## config.mk

```make
export PLATFORM = sky130hd
export DESIGN_NAME = input_clamp_bias_control
export DESIGN_NICKNAME = d
export VERILOG_FILES = /design/src/pkg/clamp_bias_pkg.sv /design/src/logic/input_clamp_bias_control.sv
export SDC_FILE = /design/constraint.sdc
export NUM_CORES = 1
export LEC_CHECK = 0
export BUFFER_PORTS_ARGS = -buffer_cell sky130_fd_sc_hd__buf_4
export CORE_ASPECT_RATIO = 1.75
export CORE_UTILIZATION = 45
export DETAILED_ROUTE_END_ITERATION = 8
export PLACE_DENSITY_LB_ADDON = 0.12
export SKIP_CTS_REPAIR_TIMING = 1
export SYNTH_ARGS = -nofsm -noshare
export SYNTH_HDL_FRONTEND = slang
export SYNTH_SLANG_ARGS = --single-unit
```

## constraint.sdc

```tcl
create_clock -name mclk -period 2.3 [get_ports mclk]
set_input_delay 0.23 -clock mclk [delete_from_list [all_inputs] [get_ports mclk]]
set_output_delay 0.23 -clock mclk [all_outputs]
set_load 0.02 [all_outputs]
```

## src/pkg/clamp_bias_pkg.sv

```systemverilog
// constants for the input clamp and bias control block
package clamp_bias_pkg;
    // register indices on the strobed register port
    localparam logic [3:0] ADDR_MAIN_CFG1   = 4'h1;
    localparam logic [3:0] ADDR_MAIN_CFG2   = 4'h2;
    localparam logic [3:0] ADDR_CLAMP_REF   = 4'h4;
    localparam logic [3:0] ADDR_CLAMP_DELAY = 4'h5;
    localparam logic [3:0] ADDR_CLAMP_WIDTH = 4'h6;
    localparam logic [3:0] ADDR_CLAMP_CTRL  = 4'h7;
    localparam logic [3:0] ADDR_STATUS      = 4'h8;
    // field positions
    localparam int FOLLOWER_BIT   = 7;
    localparam int RANGE_BIT      = 4;
    localparam int REF_SEL_HI     = 5;
    localparam int REF_SEL_LO     = 4;
    localparam int DAC_HI         = 3;
    localparam int GATE_BIT       = 0;
    localparam int CDS_BIAS_BIT   = 1;
    localparam int BIAS_CH_HI     = 4;
    localparam int BIAS_CH_LO     = 2;
    // clamp reference sources
    localparam logic [1:0] REF_DIVIDER  = 2'h0;
    localparam logic [1:0] REF_DAC      = 2'h1;
    localparam logic [1:0] REF_EXTERNAL = 2'h2;
    // reset values
    localparam logic [7:0] CFG1_RESET   = 8'h00;
    localparam logic [7:0] CFG2_RESET   = 8'h00;
    localparam logic [7:0] REF_RESET    = 8'h08;
    localparam logic [7:0] DELAY_RESET  = 8'h00;
    localparam logic [7:0] WIDTH_RESET  = 8'h00;
    localparam logic [7:0] CTRL_RESET   = 8'h00;
    localparam logic [3:0] DAC_MID      = 4'h8;
    typedef enum logic [2:0] {
        ST_IDLE  = 3'b001,
        ST_DELAY = 3'b010,
        ST_PULSE = 3'b100
    } clamp_state_t;
endpackage

```

## src/logic/input_clamp_bias_control.sv

```systemverilog
// clamp pulse generation and input bias settings
//
// Functional notes
// - clamp pulse starts programmed pixels after shift pulse, lasts programmed pixels.
// - when gating selected, clamp switch follows clamp pulse AND sample clock.
// - clamp switch closes while the (gated or ungated) pulse is active.
// - source followers on all three inputs enabled by config 1 bit 7.
// - after reset clamp reference comes from divider at half the analog supply.
// - divider can be disconnected so the reference pin is driven externally.
// - reference select 01 connects the reference DAC buffer to the pin.
// - DAC code bits 3:0 offset binary, 1000 mid scale, 1111 full scale.
// - in CDS mode, dividers can bias any of the three inputs, no clamp.
//
// Design decisions made here: the register offsets and the strobed register port.
`timescale 1ns/1ns
`default_nettype none
module input_clamp_bias_control #(
    parameter int CNT_W = 8
) (
    // clock and reset
    input  wire logic        mclk,
    input  wire logic        rst,
    // register port
    input  wire logic [3:0]  addr,
    input  wire logic [7:0]  wdata,
    input  wire logic        wr_en,
    input  wire logic        rd_en,
    output logic      [7:0]  rdata,
    // pixel timing from outside the block's logic
    input  wire logic        sensor_shift_pulse,
    input  wire logic        sample_clk,
    // analog controls
    output logic             input_clamp_pulse,
    output logic             gated_clamp_pulse,
    output logic             clamp_switch,
    output logic [2:0]       follower_en,
    output logic             range_1v2,
    output logic             ref_divider_en,
    output logic             ref_dac_en,
    output logic [3:0]       ref_dac_code,
    output logic [2:0]       cds_bias_en
);
    // ==========================================================
    // input synchronisers
    logic [1:0] shift_sync_ff;
    logic [1:0] nxt_shift_sync;
    logic [1:0] smp_sync_ff;
    logic [1:0] nxt_smp_sync;
    logic       shift_prev_ff;
    logic       nxt_shift_prev;
    logic       shift_rise;

    always_comb begin
        nxt_shift_sync = {shift_sync_ff[0], sensor_shift_pulse};
        nxt_smp_sync   = {smp_sync_ff[0], sample_clk};
        nxt_shift_prev = shift_sync_ff[1];
    end

    always_ff @(posedge mclk) begin
        if (rst) begin
            shift_sync_ff <= 2'h0;
            smp_sync_ff   <= 2'h0;
            shift_prev_ff <= 1'b0;
        end else begin
            shift_sync_ff <= nxt_shift_sync;
            smp_sync_ff   <= nxt_smp_sync;
            shift_prev_ff <= nxt_shift_prev;
        end
    end

    assign shift_rise = shift_sync_ff[1] & ~shift_prev_ff;

    // ==========================================================
    // registers
    logic [7:0] cfg1_ff, nxt_cfg1;
    logic [7:0] cfg2_ff, nxt_cfg2;
    logic [7:0] ref_ff, nxt_ref;
    logic [7:0] delay_ff, nxt_delay;
    logic [7:0] width_ff, nxt_width;
    logic [7:0] ctrl_ff, nxt_ctrl;
    logic [7:0] nxt_rdata;
    logic       pulse_ff;
    logic       gated_ff;
    logic       switch_ff;

    always_comb begin
        nxt_cfg1  = cfg1_ff;
        nxt_cfg2  = cfg2_ff;
        nxt_ref   = ref_ff;
        nxt_delay = delay_ff;
        nxt_width = width_ff;
        nxt_ctrl  = ctrl_ff;
        if (wr_en) begin
            if (addr == clamp_bias_pkg::ADDR_MAIN_CFG1) begin
                nxt_cfg1 = wdata;
            end else if (addr == clamp_bias_pkg::ADDR_MAIN_CFG2) begin
                nxt_cfg2 = wdata;
            end else if (addr == clamp_bias_pkg::ADDR_CLAMP_REF) begin
                nxt_ref = wdata;
            end else if (addr == clamp_bias_pkg::ADDR_CLAMP_DELAY) begin
                nxt_delay = wdata;
            end else if (addr == clamp_bias_pkg::ADDR_CLAMP_WIDTH) begin
                nxt_width = wdata;
            end else if (addr == clamp_bias_pkg::ADDR_CLAMP_CTRL) begin
                nxt_ctrl = wdata;
            end
        end
        // unmapped reads and idle cycles return zero
        nxt_rdata = 8'h00;
        if (rd_en) begin
            if (addr == clamp_bias_pkg::ADDR_MAIN_CFG1) begin
                nxt_rdata = cfg1_ff;
            end else if (addr == clamp_bias_pkg::ADDR_MAIN_CFG2) begin
                nxt_rdata = cfg2_ff;
            end else if (addr == clamp_bias_pkg::ADDR_CLAMP_REF) begin
                nxt_rdata = ref_ff;
            end else if (addr == clamp_bias_pkg::ADDR_CLAMP_DELAY) begin
                nxt_rdata = delay_ff;
            end else if (addr == clamp_bias_pkg::ADDR_CLAMP_WIDTH) begin
                nxt_rdata = width_ff;
            end else if (addr == clamp_bias_pkg::ADDR_CLAMP_CTRL) begin
                nxt_rdata = ctrl_ff;
            end else if (addr == clamp_bias_pkg::ADDR_STATUS) begin
                nxt_rdata = {5'h00, switch_ff, gated_ff, pulse_ff};
            end
        end
    end

    always_ff @(posedge mclk) begin
        if (rst) begin
            cfg1_ff  <= clamp_bias_pkg::CFG1_RESET;
            cfg2_ff  <= clamp_bias_pkg::CFG2_RESET;
            ref_ff   <= clamp_bias_pkg::REF_RESET;
            delay_ff <= clamp_bias_pkg::DELAY_RESET;
            width_ff <= clamp_bias_pkg::WIDTH_RESET;
            ctrl_ff  <= clamp_bias_pkg::CTRL_RESET;
            rdata    <= 8'h00;
        end else begin
            cfg1_ff  <= nxt_cfg1;
            cfg2_ff  <= nxt_cfg2;
            ref_ff   <= nxt_ref;
            delay_ff <= nxt_delay;
            width_ff <= nxt_width;
            ctrl_ff  <= nxt_ctrl;
            rdata    <= nxt_rdata;
        end
    end

    // ==========================================================
    // clamp pulse sequencer, one count per pixel clock
    clamp_bias_pkg::clamp_state_t state_ff, nxt_state;
    logic [CNT_W-1:0] cnt_ff, nxt_cnt;
    logic             nxt_pulse;
    logic             nxt_gated;
    logic             nxt_switch;
    logic             gate_sel;

    assign gate_sel = ctrl_ff[clamp_bias_pkg::GATE_BIT];

    always_comb begin
        nxt_state = state_ff;
        nxt_cnt   = cnt_ff;
        // a new shift pulse restarts the line whatever the state
        if (shift_rise) begin
            nxt_cnt = CNT_W'(0);
            if (delay_ff[CNT_W-1:0] != CNT_W'(0)) begin
                nxt_state = clamp_bias_pkg::ST_DELAY;
            end else if (width_ff[CNT_W-1:0] != CNT_W'(0)) begin
                nxt_state = clamp_bias_pkg::ST_PULSE;
            end else begin
                nxt_state = clamp_bias_pkg::ST_IDLE;
            end
        end else begin
            case (state_ff)
                clamp_bias_pkg::ST_DELAY: begin
                    if (cnt_ff == delay_ff[CNT_W-1:0] - CNT_W'(1)) begin
                        nxt_cnt = CNT_W'(0);
                        if (width_ff[CNT_W-1:0] != CNT_W'(0)) begin
                            nxt_state = clamp_bias_pkg::ST_PULSE;
                        end else begin
                            nxt_state = clamp_bias_pkg::ST_IDLE;
                        end
                    end else begin
                        nxt_cnt = cnt_ff + CNT_W'(1);
                    end
                end
                clamp_bias_pkg::ST_PULSE: begin
                    if (cnt_ff == width_ff[CNT_W-1:0] - CNT_W'(1)) begin
                        nxt_cnt   = CNT_W'(0);
                        nxt_state = clamp_bias_pkg::ST_IDLE;
                    end else begin
                        nxt_cnt = cnt_ff + CNT_W'(1);
                    end
                end
                default: begin
                    nxt_state = clamp_bias_pkg::ST_IDLE;
                    nxt_cnt   = CNT_W'(0);
                end
            endcase
        end
        nxt_pulse  = (nxt_state == clamp_bias_pkg::ST_PULSE);
        nxt_gated  = nxt_pulse & smp_sync_ff[1];
        // cds divider bias replaces the clamp entirely
        nxt_switch = ~ctrl_ff[clamp_bias_pkg::CDS_BIAS_BIT]
                     & (gate_sel ? nxt_gated : nxt_pulse);
    end

    always_ff @(posedge mclk) begin
        if (rst) begin
            state_ff  <= clamp_bias_pkg::ST_IDLE;
            cnt_ff    <= CNT_W'(0);
            pulse_ff  <= 1'b0;
            gated_ff  <= 1'b0;
            switch_ff <= 1'b0;
        end else begin
            state_ff  <= nxt_state;
            cnt_ff    <= nxt_cnt;
            pulse_ff  <= nxt_pulse;
            gated_ff  <= nxt_gated;
            switch_ff <= nxt_switch;
        end
    end

    // ==========================================================
    // analog settings, all registered
    logic [1:0] ref_sel;
    logic [2:0] nxt_follower;
    logic [2:0] nxt_cds_bias;
    logic       nxt_div_en;
    logic       nxt_dac_en;
    logic       follower_ff_q;
    logic [2:0] follower_ff;
    logic       range_ff;
    logic       div_en_ff;
    logic       dac_en_ff;
    logic [3:0] dac_code_ff;
    logic [2:0] cds_bias_ff;

    assign ref_sel = ref_ff[clamp_bias_pkg::REF_SEL_HI:clamp_bias_pkg::REF_SEL_LO];
    assign follower_ff_q = cfg1_ff[clamp_bias_pkg::FOLLOWER_BIT];

    always_comb begin
        // range is software's concern; followers obey bit 7 regardless
        nxt_follower = {3{follower_ff_q}};
        nxt_div_en   = (ref_sel == clamp_bias_pkg::REF_DIVIDER);
        nxt_dac_en   = (ref_sel == clamp_bias_pkg::REF_DAC);
        nxt_cds_bias = ctrl_ff[clamp_bias_pkg::CDS_BIAS_BIT]
                       ? ctrl_ff[clamp_bias_pkg::BIAS_CH_HI:clamp_bias_pkg::BIAS_CH_LO]
                       : 3'h0;
    end

    always_ff @(posedge mclk) begin
        if (rst) begin
            follower_ff <= 3'h0;
            range_ff    <= 1'b0;
            div_en_ff   <= 1'b1;
            dac_en_ff   <= 1'b0;
            dac_code_ff <= clamp_bias_pkg::DAC_MID;
            cds_bias_ff <= 3'h0;
        end else begin
            follower_ff <= nxt_follower;
            range_ff    <= cfg2_ff[clamp_bias_pkg::RANGE_BIT];
            div_en_ff   <= nxt_div_en;
            dac_en_ff   <= nxt_dac_en;
            dac_code_ff <= ref_ff[clamp_bias_pkg::DAC_HI:0];
            cds_bias_ff <= nxt_cds_bias;
        end
    end

    assign input_clamp_pulse = pulse_ff;
    assign gated_clamp_pulse = gated_ff;
    assign clamp_switch      = switch_ff;
    assign follower_en       = follower_ff;
    assign range_1v2         = range_ff;
    assign ref_divider_en    = div_en_ff;
    assign ref_dac_en        = dac_en_ff;
    assign ref_dac_code      = dac_code_ff;
    assign cds_bias_en       = cds_bias_ff;
endmodule
`default_nettype wire

```

==> impl_metrics.csv, run 1 <==
group,metric,value,unit
critical_path,worst_setup_ep_type,"flop",
critical_path,reg_to_reg_end,"cnt_ff[2]$_SDFF_PP0_",
flow_run,maxCapViolations,0,
global_routing,grt_max_degree,44,
sta,post-route-worst-setup-slack,0.0210,ns
global_routing,first_global_vias,3316,
critical_path,cp_top_family,"simple AND/OR/NAND/NOR gates",
sta,final-setup-viol-count,0,
critical_path,reg2reg_setup_slack,0.02,ns
cts,clk_transition_reported_paths,0.06,ns
critical_path,critPathMaxStageDelay,0.52,ns
cts,cts_tree,"done",
cells_and_area,final_nets,527,
worst_hold_path,hp-class,"in2reg",
cells_and_area,post_route_cells_drive_above_1_share,19.9,%
detailed_routing,via_per_inst,5.45,
critical_path,timing.critical_path.cells,"or4_4 -> or3_4 -> a2111oi_4 -> o2111ai_4 -> a32oi_2 -> buf_6 -> nor2_1",
detailed_routing,drtIter0Drc,210,
floorplanning,core.rowCount,44,
power,power-per-cell-area,673,nW/um^2
synth,synth_area,3930,sq um
synth,ys_top_cells_by_area,"sky130_fd_sc_hd__dfxtp_1 (44%), sky130_fd_sc_hd__mux2i_1 (6.1%), sky130_fd_sc_hd__nor2_1 (5.3%)",
floorplanning,floorplan.initialDensity,47.0,%
power,worst_ir_drop_vdd,0.401,mV
power,power_leakage,1.93,nW
critical_path,worst_reg2reg_path_depth,7,
synth,synthesis.yosys.warnings,0,
floorplanning,core,8370,sq um
detailed_routing,drtPass1Iterations,4,
placed_design,dpl_cell_area,4490,sq um
worst_hold_path,hold_endpoint,"smp_sync_ff[0]$_SDFF_PP0_",
sta,rsz0062_at_grt,"yes",
worst_hold_path,hold_depth,2,
synth,ys_seq_elements,86,
critical_path,worstPathArrival,2.51,ns
cts,cts-root-buf,"sky130_fd_sc_hd__clkbuf_16",
critical_path,cp_num_buf_inv,1,
sta,clock.fmax,439,MHz
global_routing,grt_first_pass_wirelength,16800,um
cells_and_area,post-route-cell-area,4830,sq um
sta,timing_hold_violations_final,0,
cts,htree_num_levels,3,
synth,synthXorXnorAreaFrac,5.79,%
detailed_routing,vias,3391,
cells_and_area,fill_cells,783,
cells_and_area,most-common-layout-cells,"sky130_fd_sc_hd__dfxtp_1 (85), sky130_fd_sc_hd__buf_4 (69), sky130_fd_sc_hd__nor2_1 (54)",
floorplanning,design.die.area,9130,sq um
synth,synth_area_per_cell,8.72,sq um
detailed_routing,routed_wl,10500,um
global_routing,antenna_found_initial,0,
sta,totalNegativeSetupSlack,0,ns
synth,yosysTopAreaCellShare,43.8,%
synth,area_fraction_in_and_or_nand_and_nor_cells_after_synthesis,21.0,%
detailed_routing,wl_per_cell,16.9,um
critical_path,cp_max_fo,8,
synth,postSynth.asyncResetShare,0,%
sta,worst_slew_pin_slew,0.545,ns
cells_and_area,final_core_util,57.7,%
placed_design,dp_hpwl,7890,um
detailed_routing,antenna_left,0,
cells_and_area,most_frequent_standard_cell_in_the_layout_excluding_fill_and_tap_cells,"sky130_fd_sc_hd__dfxtp_1",
cts,cts-root-to-sink-buffers,2,
cells_and_area,flow.area_growth_from_synthesis,22.8,%
placed_design,placement.io_buffers,41,
detailed_routing,drc,0,
synth,post_synth_fa_ha_maj_area_fraction,1.59,%
worst_hold_path,hold_path.startpoint,"sample_clk",
status,run_status,"completed",
synth,ys_seq_area_share,43.8,%
synth,post_synth_inst_count,451,
sta,final_max_slew_viol_count,0,
critical_path,cpMaxStageDelayCell,"sky130_fd_sc_hd__or4_4",
synth,ys_types,51,
synth,main_combinational_cell_family_by_area_after_synthesis,"simple AND/OR/NAND/NOR gates",
placed_design,place_worst_setup_slack,-0.0332,ns
cts,clk_latency,0.34,ns
cells_and_area,antenna_cells_inserted,0,
floorplanning,die_height,126,um
synth,synth_compound_gate_area_share,16.5,%
floorplanning,num_io_pins,42,
synth,synth-edff-count,0,
synth,postSynth.topFlopCell,"sky130_fd_sc_hd__dfxtp_1",
sta,fin_skew,0.00715,ns
sta,final_min_period_over_clock_period,99.1,%
critical_path,critPathRequiredTime,2.53,ns
critical_path,worstSetupPathType,"reg2reg",
sta,timing.final.crit_period,2.28,ns
cts,cts_inserted_buffers,9,
critical_path,worstReg2RegStart,"width_ff[0]$_SDFFE_PP0P_",
global_routing,groute.usage.overall,24.6,%
synth,muxShareOfSynthArea,7.54,%
cts,clock-sinks,86,
sta,slew-limit-headroom,63.3,%
placed_design,gpl.final_weighted_congestion,0.919,
synth,postSynthNetCount,474,
global_routing,globalRouteOverflowTotal,0,
critical_path,worstSetupStartpointType,"flop",
synth,synth_area_leader_cell,"sky130_fd_sc_hd__dfxtp_1",
floorplanning,die_width,72.7,um
==> cell families after synthesis <==
kind of cell,count (synthesis)
and+or+nand+nor,172
muxes,29
xor gates and xnor gates,26
DFF,86
adders and majority gates,5
buffers and inverters,37
AOI/OAI and AO/OA,96
==> metal layers <==
layer / vias up / GRT usage, % / wire length (um)
met5: - / 0 / 0
met1: 1599 / 26.6 / 3940
met2: 89 / 43.3 / 5700
met4: 0 / 14.4 / 535
li1: 1672 / - / -
met3: 31 / 4.80 / 360
==> final cells by class <==
cell class                 count  area (sq um)  area share, %
clock inverter                 4          73.8           1.53
sequential                    86          1720           35.7
inverter                       9          33.8          0.700
tap                          115           144           2.98
timing repair buffer          70           529           11.0
clock buffer                  10           229           4.74
multi-input combinational    328          2090           43.4
==> synthesized netlist by cell type, types with 3 or more instances <==
cell                       number
sky130_fd_sc_hd__xor2_1        11
sky130_fd_sc_hd__nand2b_1       6
sky130_fd_sc_hd__o31ai_1        4
sky130_fd_sc_hd__and2_1         3
sky130_fd_sc_hd__nand3_1       15
sky130_fd_sc_hd__and3_1         3
sky130_fd_sc_hd__nor2b_1       19
sky130_fd_sc_hd__a222oi_1       4
sky130_fd_sc_hd__clkbuf_1      23
sky130_fd_sc_hd__mux2i_1       24
sky130_fd_sc_hd__mux2_2         5
sky130_fd_sc_hd__nor3_1        10
sky130_fd_sc_hd__and4_1         3
sky130_fd_sc_hd__o21bai_1       4
sky130_fd_sc_hd__a21oi_1       37
sky130_fd_sc_hd__o21ai_0       18
sky130_fd_sc_hd__xnor2_1       15
sky130_fd_sc_hd__dfxtp_1       86
sky130_fd_sc_hd__nor2_1        55
sky130_fd_sc_hd__a22oi_1        5
sky130_fd_sc_hd__a22o_1         8
sky130_fd_sc_hd__ha_1           5
sky130_fd_sc_hd__nand2_1       42
sky130_fd_sc_hd__or3_1          3
sky130_fd_sc_hd__inv_1          9
==> sequential cells by signal, indices dropped and copies added, names as in the netlist, 2 cells and up <==
signal / cells
delay_ff: 8
cfg1_ff: 8
smp_sync_ff: 2
state_ff: 3
cds_bias_en: 3
width_ff: 8
ctrl_ff: 8
shift_sync_ff: 2
ref_ff: 8
rdata: 8
cfg2_ff: 8
ref_dac_code: 4
cnt_ff: 8
==> power breakdown <==
group	internal (mW)	switching, mW	total (mW)
Clock	0.939	0.559	1.50
Sequential	1.51	0.0118	1.52
Combinational	0.0872	0.143	0.230
==> worst max-delay path by stage <==
stage	from	endpoint	slack [ns]	cells after the start
after floorplan	width_ff[0]$_SDFFE_PP0P_	cnt_ff[2]$_SDFF_PP0_	0.03	7
after global placement	width_ff[0]$_SDFFE_PP0P_	clamp_switch$_SDFF_PP0_	0.008	6
after detailed placement	width_ff[0]$_SDFFE_PP0P_	clamp_switch$_SDFF_PP0_	-0.03	6
after CTS	width_ff[0]$_SDFFE_PP0P_	clamp_switch$_SDFF_PP0_	-0.04	6
after global routing	delay_ff[0]$_SDFFE_PP0P_	cnt_ff[4]$_SDFF_PP0_	-0.04	9
final	width_ff[0]$_SDFFE_PP0P_	cnt_ff[2]$_SDFF_PP0_	0.02	7
==> worst reg2reg max path: stages (launching register included) <==
cell,delay (ns)
sky130_fd_sc_hd__dfxtp_2,0.32
sky130_fd_sc_hd__or4_4,0.52
sky130_fd_sc_hd__or3_4,0.35
sky130_fd_sc_hd__a2111oi_4,0.35
sky130_fd_sc_hd__o2111ai_4,0.22
sky130_fd_sc_hd__a32oi_2,0.21
sky130_fd_sc_hd__buf_6,0.16
sky130_fd_sc_hd__nor2_1,0.05
==> metrics by stage <==
stage | hold WS, ns | instances | power (mW)
floorplan | 0.352 | 451 | 1.68
global placement | 0.419 | 608 | 1.78
detailed placement | 0.431 | 608 | 1.78
CTS | 0.110 | 622 | 3.27
global route | 0.116 | 622 | 3.37
finish | 0.113 | 622 | 3.25
Power figures use the tool's default switching activity.
==> run 2: changes to the inputs <==
--- a/config.mk
+++ b/config.mk
@@ -9,6 +9,7 @@
 export CORE_ASPECT_RATIO = 1.75
 export CORE_UTILIZATION = 45
 export DETAILED_ROUTE_END_ITERATION = 8
+export MAX_ROUTING_LAYER = met4
 export PLACE_DENSITY_LB_ADDON = 0.12
 export SKIP_CTS_REPAIR_TIMING = 1
 export SYNTH_ARGS = -nofsm -noshare
==> impl_metrics.csv, run 2 (same netlist as run 1, synthesis figures left out) <==
group,metric,value,unit
global_routing,grt_max_degree,51,
cts,cts_inserted_buffers,9,
detailed_routing,drtIter0Drc,213,
cells_and_area,antenna_cells_inserted,0,
critical_path,worstSetupStartpointType,"flop",
detailed_routing,antenna_left,0,
sta,post-route-worst-setup-slack,0.0411,ns
sta,timing.final.crit_period,2.26,ns
power,power-per-cell-area,652,nW/um^2
floorplanning,design.die.area,9130,sq um
detailed_routing,via_per_inst,5.44,
floorplanning,floorplan.initialDensity,47.0,%
sta,final_min_period_over_clock_period,98.2,%
critical_path,critPathRequiredTime,2.54,ns
global_routing,globalRouteOverflowTotal,0,
cells_and_area,final_core_util,57.3,%
sta,final-setup-viol-count,0,
flow_run,maxCapViolations,0,
detailed_routing,drtPass1Iterations,4,
sta,totalNegativeSetupSlack,0,ns
sta,clock.fmax,443,MHz
global_routing,groute.usage.overall,25.7,%
sta,worst_slew_pin_slew,0.531,ns
sta,rsz0062_at_grt,"yes",
cts,htree_num_levels,3,
placed_design,dp_hpwl,7800,um
cells_and_area,final_nets,525,
power,power_leakage,1.91,nW
floorplanning,core,8370,sq um
global_routing,antenna_found_initial,0,
floorplanning,num_io_pins,42,
sta,slew-limit-headroom,64.5,%
detailed_routing,vias,3386,
cts,cts_tree,"done",
detailed_routing,wl_per_cell,17.2,um
sta,fin_skew,0.00756,ns
cts,cts-root-to-sink-buffers,2,
worst_hold_path,hp-class,"in2reg",
cts,cts-root-buf,"sky130_fd_sc_hd__clkbuf_16",
detailed_routing,drc,0,
critical_path,reg2reg_setup_slack,0.04,ns
cells_and_area,most-common-layout-cells,"sky130_fd_sc_hd__dfxtp_1 (86), sky130_fd_sc_hd__buf_4 (67), sky130_fd_sc_hd__nor2_1 (55)",
cells_and_area,fill_cells,801,
sta,final_max_slew_viol_count,0,
cts,clk_transition_reported_paths,0.06,ns
placed_design,place_worst_setup_slack,-0.0430,ns
critical_path,worst_setup_ep_type,"flop",
critical_path,cp_max_fo,8,
sta,timing_hold_violations_final,0,
global_routing,grt_first_pass_wirelength,16700,um
global_routing,first_global_vias,3313,
placed_design,gpl.final_weighted_congestion,0.941,
status,run_status,"completed",
floorplanning,die_width,72.7,um
critical_path,worstPathArrival,2.50,ns
detailed_routing,routed_wl,10700,um
placed_design,placement.io_buffers,41,
cells_and_area,flow.area_growth_from_synthesis,22.1,%
power,worst_ir_drop_vdd,0.352,mV
floorplanning,die_height,126,um
cells_and_area,most_frequent_standard_cell_in_the_layout_excluding_fill_and_tap_cells,"sky130_fd_sc_hd__dfxtp_1",
cts,clock-sinks,86,
critical_path,worstSetupPathType,"reg2reg",
cts,clk_latency,0.35,ns
cells_and_area,post_route_cells_drive_above_1_share,19.7,%
floorplanning,core.rowCount,44,
-- run 2: critical path: stages (launching register included) --
cell,delay [ns]
sky130_fd_sc_hd__dfxtp_1,0.31
sky130_fd_sc_hd__or4_4,0.54
sky130_fd_sc_hd__or3_4,0.35
sky130_fd_sc_hd__a2111oi_4,0.34
sky130_fd_sc_hd__o2111ai_4,0.21
sky130_fd_sc_hd__a32oi_2,0.21
sky130_fd_sc_hd__buf_6,0.15
sky130_fd_sc_hd__nor2_1,0.05
-- run 2: final cells by class --
type	count	area (sq um)	area share (%)
Inverter	9	33.8	0.704
Clock buffer	11	243	5.06
Timing Repair Buffer	68	514	10.7
Multi-Input combinational cell	328	2100	43.8
Clock inverter	5	42.5	0.887
Tap cell	115	144	3.00
Sequential cell	86	1720	35.9
-- run 2: stage by stage --
| step | cells | total power [mW] | instance area [sq um] | hold WS [ns] |
|---|---|---|---|---|
| 2_1_floorplan | 451 | 1.68 | 3930 | 0.352 |
| 3_3_place_gp | 606 | 1.77 | 4470 | 0.422 |
| 3_5_place_dp | 606 | 1.78 | 4470 | 0.429 |
| 4_1_cts | 622 | 3.14 | 4760 | 0.110 |
| 5_1_grt | 622 | 3.25 | 4800 | 0.108 |
| 6_report | 622 | 3.13 | 4800 | 0.102 |
-- run 2: metal layers --
layer	GRT usage [%]	part of all wire (%)	wire, um	vias to the layer above
li1	-	-	-	1677
met1	26.7	40	4240	1611
met2	44.1	54	5770	70
met3	3.68	2.3	243	28
met4	16.1	4.2	448	0
met5	-	0	0	-
-- run 2: worst paths after layout --
kind | startpoint | endpoint | cells after the start
min | sensor_shift_pulse | shift_sync_ff[0]$_SDFF_PP0_ | 2
min reg2reg | shift_sync_ff[0]$_SDFF_PP0_ | shift_sync_ff[1]$_SDFF_PP0_ | 1
max | width_ff[0]$_SDFFE_PP0P_ | cnt_ff[3]$_SDFF_PP0_ | 7
max reg2reg | width_ff[0]$_SDFFE_PP0P_ | cnt_ff[3]$_SDFF_PP0_ | 7
-- run 2: power by group --
group | switching, mW | internal (mW) | total [mW] | leakage (nW)
combinational | 0.144 | 0.0855 | 0.229 | 1.08
clock | 0.611 | 0.770 | 1.38 | 0.136
sequential | 0.0122 | 1.51 | 1.52 | 0.695
==> run 3: changes to the inputs <==
--- a/config.mk
+++ b/config.mk
@@ -6,7 +6,7 @@
 export NUM_CORES = 1
 export LEC_CHECK = 0
 export BUFFER_PORTS_ARGS = -buffer_cell sky130_fd_sc_hd__buf_4
-export CORE_ASPECT_RATIO = 1.75
+export CORE_ASPECT_RATIO = 1.25
 export CORE_UTILIZATION = 45
 export DETAILED_ROUTE_END_ITERATION = 8
 export MAX_ROUTING_LAYER = met4
==> impl_metrics.csv, run 3 (same netlist as run 1, synthesis figures left out) <==
group,metric,value,unit
cts,clock-sinks,86,
critical_path,cp_max_fo,8,
cts,cts-root-buf,"sky130_fd_sc_hd__clkbuf_8",
power,power.switching_fraction,23.7,%
cts,cts_inserted_buffers,9,
critical_path,cp_top_family,"simple AND/OR/NAND/NOR gates",
cts,htree_num_levels,3,
cells_and_area,most-common-layout-cells,"sky130_fd_sc_hd__dfxtp_1 (85), sky130_fd_sc_hd__buf_4 (59), sky130_fd_sc_hd__nor2_1 (55)",
critical_path,critPathRequiredTime,2.56,ns
cells_and_area,final_nets,517,
global_routing,antenna_found_initial,0,
global_routing,groute.usage.overall,24.1,%
cts,cts-root-to-sink-buffers,2,
placed_design,gpl.final_weighted_congestion,0.838,
placed_design,dp_hpwl,7200,um
sta,worst_slew_pin_slew,0.580,ns
cells_and_area,most_frequent_standard_cell_in_the_layout_excluding_fill_and_tap_cells,"sky130_fd_sc_hd__dfxtp_1",
critical_path,worstSetupStartpointType,"flop",
critical_path,timing.critical_path.cells,"or4_4 -> or3_4 -> a2111oi_4 -> o2111ai_4 -> a32oi_2 -> buf_6 -> nor2_1",
power,worst_ir_drop_vdd,0.346,mV
worst_hold_path,hold_path.startpoint,"sample_clk",
critical_path,cp_num_buf_inv,1,
sta,final-setup-viol-count,0,
sta,final_max_slew_viol_count,0,
power,p_sw,0.695,mW
critical_path,worstPathArrival,2.52,ns
status,run_status,"completed",
critical_path,worstSetupPathType,"reg2reg",
cells_and_area,antenna_cells_inserted,0,
floorplanning,core.rowCount,37,
sta,rsz0062_at_grt,"yes",
floorplanning,design.die.area,9120,sq um
critical_path,cpMaxStageDelayCell,"sky130_fd_sc_hd__or4_4",
detailed_routing,drtPass1Iterations,5,
critical_path,worst_setup_ep_type,"flop",
sta,timing_hold_violations_final,0,
flow_run,maxCapViolations,0,
detailed_routing,drtIter0Drc,213,
detailed_routing,antenna_left,0,
global_routing,globalRouteOverflowTotal,0,
sta,slew-limit-headroom,61.0,%
placed_design,dpl_cell_area,4390,sq um
sta,timing.final.crit_period,2.27,ns
cells_and_area,flow.area_growth_from_synthesis,18.2,%
detailed_routing,wl_per_cell,17.3,um
detailed_routing,routed_wl,10300,um
power,share_clk_of_total_power,40.5,%
detailed_routing,vias,3382,
global_routing,grt_max_degree,46,
power,power_leakage,1.85,nW
sta,totalNegativeSetupSlack,0,ns
power,p_total,2.93,mW
cts,clk_latency,0.36,ns
worst_hold_path,hp-class,"in2reg",
floorplanning,floorplan.initialDensity,47.2,%
sta,clock.fmax,441,MHz
floorplanning,core,8330,sq um
floorplanning,num_io_pins,42,
placed_design,place_worst_setup_slack,-0.00372,ns
cts,clk_transition_reported_paths,0.08,ns
detailed_routing,drc,0,
sta,post-route-worst-setup-slack,0.0306,ns
sta,fin_skew,0.00629,ns
global_routing,first_global_vias,3135,
cts,cts_tree,"done",
floorplanning,die_height,107,um
critical_path,worstReg2RegStart,"width_ff[0]$_SDFFE_PP0P_",
sta,final_min_period_over_clock_period,98.7,%
cells_and_area,fill_cells,791,
critical_path,critPathMaxStageDelay,0.53,ns
global_routing,grt_first_pass_wirelength,16100,um
critical_path,startpoint,"width_ff[0]$_SDFFE_PP0P_",
floorplanning,die_width,85.6,um
power,pwr-share-comb,7.7,%
placed_design,placement.io_buffers,41,
detailed_routing,via_per_inst,5.67,
cells_and_area,post_route_cells_drive_above_1_share,18.4,%
power,power.share.sequential,51.9,%
power,power-per-cell-area,630,nW/um^2
power,internal_power,2.23,mW
cells_and_area,post-route-cell-area,4650,sq um
run 3: changes by cell type in the layout (fill, tap and decap cells not counted), moves of 2 or more:
| cell | change |
|---|---|
| sky130_fd_sc_hd__clkbuf_16 | -9 |
| sky130_fd_sc_hd__clkbuf_8 | +9 |
| sky130_fd_sc_hd__buf_4 | -8 |
| sky130_fd_sc_hd__bufinv_16 | +2 |
run 3: path summary, 6_finish.rpt:
kind                               endpoint  slack (ns)  depth (start not counted)
setup reg to reg       cnt_ff[6]$_SDFF_PP0_        0.03                          7
setup / recovery       cnt_ff[6]$_SDFF_PP0_        0.03                          7
hold reg to reg   smp_sync_ff[1]$_SDFF_PP0_        0.44                          1
hold / removal    smp_sync_ff[0]$_SDFF_PP0_        0.08                          2
run 3: cell type report:
class / instances / area (sq um) / share of cell area, %
inverter: 9 / 33.8 / 0.727
clock buffer: 11 / 141 / 3.04
multi-input combinational: 328 / 2090 / 45.0
timing repair buffer: 60 / 454 / 9.78
clock inverter: 5 / 82.6 / 1.78
sequential: 86 / 1720 / 37.1
tap: 97 / 121 / 2.61
run 3: power by group through the flow:
stage	Combinational, mW	Clock (mW)	Sequential [mW]
detailed placement	0.217	0	1.55
global placement	0.217	0	1.55
CTS	0.218	1.20	1.52
floorplan	0.126	0	1.55
finish	0.224	1.18	1.52
global route	0.242	1.28	1.52
run 3: per-stage QoR:
step / hold slack, ns / std cells / utilization (%)
detailed placement: 0.430 / 580 / 52.7
CTS: 0.0720 / 596 / 55.4
global placement: 0.417 / 580 / 52.7
floorplan: 0.352 / 451 / -
finish: 0.0817 / 596 / 55.8
global route: 0.0637 / 596 / 55.8
run 3: per-layer routing:
metal  global-route usage [%]  vias up  part of all wire, %
met1                     28.9     1597                   45
li1                         -     1666                    -
met3                     4.43       20                  4.3
met2                     37.8       99                   47
met5                        -        -                    0
met4                     13.8        0                  3.6
